File: src/hdl/dag_pkg.sv
package dag_pkg;

  ////////////////////////////////////////////////////////////////////////////////
  // data space layout
  localparam int          PTR_COUNT          = 3;
  localparam logic [11:0] PTR0_PLAIN_ADDR    = 12'h0FEF;
  localparam logic [11:0] PTR_STRIDE         = 12'h0008;
  localparam logic [11:0] INDIRECT_ONE_ADDR  = 12'h0FE7;
  localparam logic [11:0] SLOT_PLAIN         = 12'h0000;
  localparam logic [11:0] SLOT_POST_INC      = 12'h0001;
  localparam logic [11:0] SLOT_POST_DEC      = 12'h0002;
  localparam logic [11:0] SLOT_PRE_INC       = 12'h0003;
  localparam logic [11:0] SLOT_ACC_OFFSET    = 12'h0004;
  localparam logic [11:0] SLOT_HIGH_BYTE     = 12'h0005;
  localparam logic [11:0] SLOT_LOW_BYTE      = 12'h0006;
  localparam logic [11:0] PTR_STEP           = 12'h0001;
  localparam logic [7:0]  INDEXED_LIMIT      = 8'h5F;
  localparam logic [7:0]  ACCESS_SPLIT       = 8'h80;
  localparam logic [3:0]  ACCESS_LOW_BANK    = 4'h0;
  localparam logic [3:0]  ACCESS_HIGH_BANK   = 4'hF;
  localparam logic [7:0]  VIRTUAL_READ_VALUE = 8'h00;
  localparam logic [7:0]  ACC_PLUS_TOP       = 8'h80;
  localparam int          INDEX_PTR          = 2;

  ////////////////////////////////////////////////////////////////////////////////
  // apb register map, byte addresses
  localparam logic [11:0] REG_PTR0    = 12'h0000;
  localparam logic [11:0] REG_PTR1    = 12'h0004;
  localparam logic [11:0] REG_PTR2    = 12'h0008;
  localparam logic [11:0] REG_BANK    = 12'h000C;
  localparam logic [11:0] REG_ACCUM   = 12'h0010;
  localparam logic [11:0] REG_CONTROL = 12'h0014;
  localparam logic [11:0] REG_TARGET  = 12'h0018;
  localparam int          CTRL_EXT_BIT = 0;

  ////////////////////////////////////////////////////////////////////////////////
  // types
  typedef enum logic [2:0] {
    MODE_PLAIN,
    MODE_POST_INC,
    MODE_POST_DEC,
    MODE_PRE_INC,
    MODE_ACC_OFFSET
  } dag_mode_t;

  typedef struct packed {
    logic       access_bit;
    logic [7:0] file_addr;
    logic       write;
    logic [7:0] wdata;
  } dag_op_t;

  typedef struct packed {
    logic        valid;
    logic        write;
    logic [11:0] addr;
    logic [7:0]  wdata;
  } dag_ram_t;

  typedef struct packed {
    logic      is_virtual;
    logic      is_low;
    logic      is_high;
    logic [1:0] idx;
    dag_mode_t mode;
  } dag_slot_t;

  typedef struct packed {
    logic [PTR_COUNT-1:0][11:0] ptr;
    logic [3:0]                 bank;
    logic [7:0]                 accum;
    logic                       ext_enable;
    logic [11:0]                last_target;
    dag_ram_t                   ram;
    logic                       rd_pend;
    logic                       rd_local;
    logic [7:0]                 rd_local_data;
    logic [7:0]                 op_rdata;
    logic                       op_rvalid;
    logic [31:0]                prdata;
    logic                       perr;
  } dag_state_t;

endpackage

File: src/hdl/dag_core.sv
// The APB slave port was left to the implementer.
`timescale 1ns/1ps
// Overview of operation
// - after-decrement operand addresses pointer, then pointer drops by one.
// - after-increment operand addresses pointer, then pointer rises by one.
// - before-increment operand raises pointer first, then addresses new value.
// - accumulator-offset operand addresses pointer plus accumulator taken as -127..128 (80h is +128); nothing changes.
// - plain indirect operand addresses pointer directly; pointer unchanged.
// - steps act on the whole 12-bit pair; carry and borrow cross bytes.
// - pointer steps never touch any arithmetic status flag.
// - indirect access onto a virtual operand reads 00h; writes do nothing.
// - writing a pair's own operand stores the value with no step.
// - extended mode, access bit 0, file address up to 5Fh: indexed offset.
// - indexed target is third pointer plus file address, anywhere in space.
// - access bit 0, address 60h up: low half bank 0, upper half F80h-FFFh.
// - access bit 1: bank select joined with file address, never remapped.
// - extended mode leaves pairs zero and one indirect addressing unchanged.
// - each pair holds 12 bits; upper four high-byte bits unimplemented.
// - direct access bit 1 builds full address from bank; 0 uses access bank.
// - indirect accesses ignore bank select and access bit.
module dag_core (
  // clock and reset
  input  wire logic              pclk,
  input  wire logic              presetn,
  // apb slave
  input  wire logic              psel,
  input  wire logic              penable,
  input  wire logic              pwrite,
  input  wire logic [11:0]       paddr,
  input  wire logic [31:0]       pwdata,
  output logic      [31:0]       prdata,
  output logic                   pready,
  output logic                   pslverr,
  // decode stage operand request
  input  wire logic              op_valid,
  input  wire dag_pkg::dag_op_t  op,
  output logic      [7:0]        op_rdata,
  output logic                   op_rvalid,
  // data ram
  output dag_pkg::dag_ram_t      ram,
  input  wire logic [7:0]        ram_rdata
);

  ////////////////////////////////////////////////////////////////////////////////
  // address classification

  function automatic dag_pkg::dag_slot_t classify(input logic [11:0] a);
    dag_pkg::dag_slot_t r;
    logic [11:0]        base;
    logic [11:0]        d;
    r = '0;
    r.mode = dag_pkg::MODE_PLAIN;
    for (int i = 0; i < dag_pkg::PTR_COUNT; i++) begin
      base = dag_pkg::PTR0_PLAIN_ADDR - 12'(i * 8);
      d    = base - a;
      if (d == dag_pkg::SLOT_PLAIN || d == dag_pkg::SLOT_POST_INC ||
          d == dag_pkg::SLOT_POST_DEC || d == dag_pkg::SLOT_PRE_INC ||
          d == dag_pkg::SLOT_ACC_OFFSET) begin
        r.is_virtual = 1'b1;
        r.idx        = 2'(i);
        if (d == dag_pkg::SLOT_POST_INC) begin
          r.mode = dag_pkg::MODE_POST_INC;
        end else if (d == dag_pkg::SLOT_POST_DEC) begin
          r.mode = dag_pkg::MODE_POST_DEC;
        end else if (d == dag_pkg::SLOT_PRE_INC) begin
          r.mode = dag_pkg::MODE_PRE_INC;
        end else if (d == dag_pkg::SLOT_ACC_OFFSET) begin
          r.mode = dag_pkg::MODE_ACC_OFFSET;
        end
      end
      if (d == dag_pkg::SLOT_HIGH_BYTE) begin
        r.is_high = 1'b1;
        r.idx     = 2'(i);
      end
      if (d == dag_pkg::SLOT_LOW_BYTE) begin
        r.is_low = 1'b1;
        r.idx    = 2'(i);
      end
    end
    return r;
  endfunction

  ////////////////////////////////////////////////////////////////////////////////
  // state

  dag_pkg::dag_state_t s;
  dag_pkg::dag_state_t next_s;

  dag_pkg::dag_slot_t  src_slot;
  dag_pkg::dag_slot_t  dst_slot;
  logic [11:0]         direct_addr;
  logic [11:0]         target;
  logic [11:0]         ptr_val;
  logic [11:0]         ptr_new;
  logic                ptr_step;
  logic                is_local;

  always_comb begin
    next_s      = s;
    src_slot    = '0;
    dst_slot    = '0;
    direct_addr = '0;
    target      = '0;
    ptr_val     = '0;
    ptr_new     = '0;
    ptr_step    = 1'b0;
    is_local    = 1'b0;

    next_s.op_rvalid = 1'b0;
    next_s.ram.valid = 1'b0;
    next_s.ram.write = 1'b0;
    next_s.rd_pend   = 1'b0;

    // read answer lands two edges after the request
    if (s.rd_pend) begin
      next_s.op_rdata  = s.rd_local ? s.rd_local_data : ram_rdata;
      next_s.op_rvalid = 1'b1;
    end

    ////////////////////////////////////////////////////////////////////////////
    // operand address resolution
    if (op_valid) begin
      if (op.access_bit) begin
        direct_addr = {s.bank, op.file_addr};
      end else if (s.ext_enable && op.file_addr <= dag_pkg::INDEXED_LIMIT) begin
        direct_addr = s.ptr[dag_pkg::INDEX_PTR] + {4'h0, op.file_addr};
      end else if (op.file_addr >= dag_pkg::ACCESS_SPLIT) begin
        direct_addr = {dag_pkg::ACCESS_HIGH_BANK, op.file_addr};
      end else begin
        direct_addr = {dag_pkg::ACCESS_LOW_BANK, op.file_addr};
      end

      src_slot = classify(direct_addr);
      target   = direct_addr;

      // indirect path: bank and access bit play no part past here
      if (src_slot.is_virtual) begin
        ptr_val = s.ptr[src_slot.idx];
        unique case (src_slot.mode)
          dag_pkg::MODE_PLAIN: begin
            target = ptr_val;
          end
          dag_pkg::MODE_POST_INC: begin
            target   = ptr_val;
            ptr_new  = ptr_val + dag_pkg::PTR_STEP;
            ptr_step = 1'b1;
          end
          dag_pkg::MODE_POST_DEC: begin
            target   = ptr_val;
            ptr_new  = ptr_val - dag_pkg::PTR_STEP;
            ptr_step = 1'b1;
          end
          dag_pkg::MODE_PRE_INC: begin
            ptr_new  = ptr_val + dag_pkg::PTR_STEP;
            target   = ptr_new;
            ptr_step = 1'b1;
          end
          dag_pkg::MODE_ACC_OFFSET: begin
            // 80h stands for +128: reach is -127..128, not plain two's complement
            if (s.accum == dag_pkg::ACC_PLUS_TOP) begin
              target = ptr_val + {4'h0, s.accum};
            end else begin
              target = ptr_val + {{4{s.accum[7]}}, s.accum};
            end
          end
        endcase
      end

      dst_slot = classify(target);

      if (src_slot.is_virtual && dst_slot.is_virtual) begin
        // virtual onto virtual: nothing is reached
        is_local             = 1'b1;
        next_s.rd_local_data = dag_pkg::VIRTUAL_READ_VALUE;
      end else if (dst_slot.is_low || dst_slot.is_high) begin
        is_local             = 1'b1;
        next_s.rd_local_data = dst_slot.is_high ?
                               {4'h0, s.ptr[dst_slot.idx][11:8]} :
                               s.ptr[dst_slot.idx][7:0];
        // a write into the pair being walked beats its own step
        if (op.write && src_slot.is_virtual && dst_slot.idx == src_slot.idx) begin
          ptr_step = 1'b0;
        end
      end

      // step carries no status flags; there are none in this block
      if (ptr_step) begin
        next_s.ptr[src_slot.idx] = ptr_new;
      end

      if (is_local) begin
        if (op.write && (dst_slot.is_low || dst_slot.is_high) &&
            !(src_slot.is_virtual && dst_slot.is_virtual)) begin
          if (dst_slot.is_high) begin
            next_s.ptr[dst_slot.idx][11:8] = op.wdata[3:0];
          end else begin
            next_s.ptr[dst_slot.idx][7:0] = op.wdata;
          end
        end
      end else begin
        next_s.ram.valid = 1'b1;
        next_s.ram.write = op.write;
        next_s.ram.addr  = target;
        next_s.ram.wdata = op.wdata;
      end

      next_s.rd_pend     = !op.write;
      next_s.rd_local    = is_local;
      next_s.last_target = target;
    end

    ////////////////////////////////////////////////////////////////////////////
    // apb: decode in setup, answer in first access cycle
    if (psel && !penable) begin
      next_s.perr   = 1'b0;
      next_s.prdata = '0;
      unique case (paddr)
        dag_pkg::REG_PTR0:    next_s.prdata = {20'h0_0000, s.ptr[0]};
        dag_pkg::REG_PTR1:    next_s.prdata = {20'h0_0000, s.ptr[1]};
        dag_pkg::REG_PTR2:    next_s.prdata = {20'h0_0000, s.ptr[2]};
        dag_pkg::REG_BANK:    next_s.prdata = {28'h000_0000, s.bank};
        dag_pkg::REG_ACCUM:   next_s.prdata = {24'h00_0000, s.accum};
        dag_pkg::REG_CONTROL: next_s.prdata = {31'h0000_0000, s.ext_enable};
        dag_pkg::REG_TARGET:  next_s.prdata = {20'h0_0000, s.last_target};
        default:              next_s.perr   = 1'b1;
      endcase
    end

    // software write lands last, so it wins over a same-cycle step
    if (psel && penable && pwrite && !s.perr) begin
      unique case (paddr)
        dag_pkg::REG_PTR0:    next_s.ptr[0]     = pwdata[11:0];
        dag_pkg::REG_PTR1:    next_s.ptr[1]     = pwdata[11:0];
        dag_pkg::REG_PTR2:    next_s.ptr[2]     = pwdata[11:0];
        dag_pkg::REG_BANK:    next_s.bank       = pwdata[3:0];
        dag_pkg::REG_ACCUM:   next_s.accum      = pwdata[7:0];
        dag_pkg::REG_CONTROL: next_s.ext_enable = pwdata[dag_pkg::CTRL_EXT_BIT];
        default:              next_s.bank       = s.bank;
      endcase
    end
  end

  always_ff @(posedge pclk or negedge presetn) begin
    if (!presetn) begin
      s <= '0;
    end else begin
      s <= next_s;
    end
  end

  ////////////////////////////////////////////////////////////////////////////////
  // outputs

  assign prdata    = s.prdata;
  assign pready    = psel & penable;
  assign pslverr   = psel & penable & s.perr;
  assign op_rdata  = s.op_rdata;
  assign op_rvalid = s.op_rvalid;
  assign ram       = s.ram;

endmodule

File: config.mk
export PLATFORM = sky130hd
export DESIGN_NAME = dag_core
export DESIGN_NICKNAME = d
export VERILOG_FILES = /design/src/hdl/dag_pkg.sv /design/src/hdl/dag_core.sv
export SDC_FILE = /design/constraint.sdc
export NUM_CORES = 1
export LEC_CHECK = 0
export BUFFER_PORTS_ARGS = -buffer_cell sky130_fd_sc_hd__buf_4
export CORE_MARGIN = 3
export CORE_UTILIZATION = 35
export CTS_BUF_LIST = sky130_fd_sc_hd__clkbuf_8
export CTS_CLUSTER_DIAMETER = 80
export CTS_CLUSTER_SIZE = 10
export DETAILED_ROUTE_END_ITERATION = 6
export GPL_TIMING_DRIVEN = 0
export PLACE_DENSITY = 0.58
export SLEW_MARGIN = 10
export SYNTH_ARGS = -nofsm -noshare
export SYNTH_HDL_FRONTEND = slang
export SYNTH_SLANG_ARGS = --single-unit
File: constraint.sdc
create_clock -name pclk -period 18.9 [get_ports pclk]
set_input_delay 2.835 -clock pclk [delete_from_list [all_inputs] [get_ports pclk]]
set_output_delay 2.835 -clock pclk [all_outputs]
set_load 0.05 [all_outputs]
==> impl_results.md <==
* Status: complete, no violations
* Avg Cell Area, Syn at 8.43 um^2
* Largest net degree at the start of global routing at 67
* Post-DP HPWL at 31300 um
* H-Tree Depth at 4
* Ranking of synthesized cells by area: dfrtp_1, mux2i_1, buf_4
* Final Non-Filler Cells at 1721
* Placer Congestion at 1.01
* Latest clock arrival within the worst-skew pair at 0.48 ns
* Ys flop type: dfrtp_1
* Clk_skew at 0.0121 ns
* PD cells at 60.7 mW/mm^2
* CP bufs+invs at 5
* First-pass GRT wire length at 60900 um
* Mean routed wirelength per cell at 23.7 um
* Final Max Slew Viols at 0
* Area leader, netlist: dfrtp_1
* Yosys warns at 0
* DRT Pass-1 Iters at 5
* Most frequent cell after synthesis: dfrtp_1
* Ant diodes at 0
* Ys async rst share at 1.00
* CP max stage delay at 0.57 ns
* Core Box Area at 0.0280 mm^2
* Final Hold Viols at 0
* Final Setup Violations at 0
* Total power at 718 uW
* Gr ovfl total at 0
* Clock Path Buffers at 2
* Final period util at 0.676
* DR iter-0 viols at 1271
* Core Util, Final at 0.422
* Area of the multi-input gates at 0.00636 mm^2
* Die area at 0.0308 mm^2
* Unrepaired setup endpoints after global routing: no
* R2R cell count at 38
* Synth cell count leaders: dfrtp_1, nor2_1, nand2_1
* Synth top area share at 0.286
* Critical Path End Type: flop
* Area Growth Syn to Fin at 17.7%
* Worst Path Max Fanout at 10
* Critical path depth in cells at 39
* Core Rows at 61
* Peak Freq at 0.0782 GHz
* Register area share after synthesis at 0.286
* Port buffer count at 99
* Num ports at 141
* Slowest CP cell: o21ai_0
* Vias in the first global route at 9823
* Post-synth EDFFs at 0
* Vias/cell at 6.12
* CTS tree: built
* Post-synthesis register bit count at 115
* Netlist cell types at 101
* # hold bufs at CTS at 0
* Die Ht at 175 um
* Min cycle time layout at 12.78 ns
* WP data required at 19.23 ns
* Clock transition at the registers of the reported paths at 0.08 ns
* TritonCTS Sinks at 115
* GRT Overall Usage at 0.258
* Die W at 175 um
* FF/Latch Area at 0.00288 mm^2
* Resize count post-CTS at 0
* Share of cells above drive strength 1 at 0.221
* Initial Utilization at 0.359
* CP delay by family, top: compound AO/OA/AOI/OAI gates
* DP Cell Count at 1689
* Post-CTS setup buffers at 0
* Fin Hold WS at 0.383 ns
* Max VDD drop at 0.0467 mV
* Remaining routing DRC violations at 0
* Root cell of the clock tree: clkbuf_8
* Hold Path Cell Cnt at 0
* Cell mode on critical path: ha_1
* Max-cap viol count at 0
* Synth Cell Area at 0.0100 mm^2
* Setup TNS at 0 ns
* Initial antenna violation count at 1
* Critical Path AT at 13.11 ns
* Nets at 1434
* Post-route ant nets at 0
* Worst slew margin at 0.222
* Via count at 10500
* Crit path launch type: input pin
* Cts bufs inserted at 17
* Actual slew at the worst max-slew pin at 1.16 ns
* Cells after Synth at 1192
* Static leakage at 0.00494 uW
* Critical path class: in -> reg
* Routed WL at 40900 um
* Type of the most critical hold path: reg -> reg
* Fill count at 2874
area by class of cell:
| type | instances | share of cell area |
|---|---|---|
| buffer | 129 | 0.0637 |
| sequential | 115 | 0.243 |
| clock inverter | 11 | 0.0126 |
| tap | 378 | 0.0400 |
| multi-input combinational | 929 | 0.538 |
| timing repair buffer | 100 | 0.0655 |
| clock buffer | 21 | 0.0244 |
| inverter | 38 | 0.0123 |
placed cells by master, fill, tap and decap left out, drive strengths merged, types with 13 or more instances in the layout:
cell type	Yosys	final
inv	38	40
or3	18	18
xnor2	14	14
o211ai	19	19
nand4	17	17
a21o	13	13
ha	26	26
mux2i	48	48
buf	80	180
a211oi	20	20
and2	18	18
nor3	31	31
o22ai	25	25
conb	1	20
nand3	40	40
o21ai	68	68
nand2	96	96
nor4	16	16
a21oi	65	65
a22oi	16	16
nor2	99	99
a221oi	22	22
mux2	39	39
clkbuf	49	70
dfrtp	115	115
layer usage:
| layer | GRT usage | vias to the layer above | wire length, um |
|---|---|---|---|
| met5 | 0 | - | 16 |
| met4 | 0.110 | 2 | 1620 |
| met3 | 0.0659 | 111 | 4060 |
| met2 | 0.383 | 594 | 17500 |
| met1 | 0.356 | 5091 | 17700 |
| li1 | - | 4728 | - |
path summary, 6_finish.rpt:
| kind | slack, ns | from | endpoint |
|---|---|---|---|
| worst max-delay path | 6.12 | op[9] | s[131]$_DFF_PN0_ |
| worst min-delay path | 0.38 | s[51]$_DFF_PN0_ | op_rvalid$_DFF_PN0_ |
| worst max register to register | 8.08 | s[123]$_DFF_PN0_ | s[131]$_DFF_PN0_ |
| worst min register to register | 0.38 | s[51]$_DFF_PN0_ | op_rvalid$_DFF_PN0_ |
| max in group asynchronous | 15.87 | presetn | s[78]$_DFFE_PN0P_ |
| min in group asynchronous | 2.30 | presetn | prdata[1]$_DFFE_PN0P_ |
registers in the layout, indices dropped and copies added (netlist names):
signal / cells
prdata: 12
ram: 22
s: 72
op_rvalid: 1
op_rdata: 8
report_power, final:
part           total [uW]  switching (uW)  internal (uW)
Clock                 262             117            145
Sequential            276            17.2            259
Combinational         180             116           63.6
Total                 718             251            467
logic make-up (layout without fill, tap and decap cells):
family	count (synthesis)	in the layout	share of synthesized area
other	1	20	0.000373
AND/OR/NAND/NOR	394	394	0.197
XOR/XNOR	18	18	0.0157
buffers and inverters	167	299	0.0894
AO/OA/AOI/OAI	378	378	0.272
flip-flops	115	115	0.286
adder cells (fa/ha/maj)	28	28	0.0364
multiplexers	91	91	0.103
metrics by stage:
stage | setup slack, ns | area (um^2)
after floorplan | 8.13 | 10100
after global placement | 5.66 | 11300
after detailed placement | 5.92 | 11400
after CTS | 6.37 | 11800
after global routing | 5.58 | 11800
final | 6.12 | 11800
(Power assumes the default switching activity.)
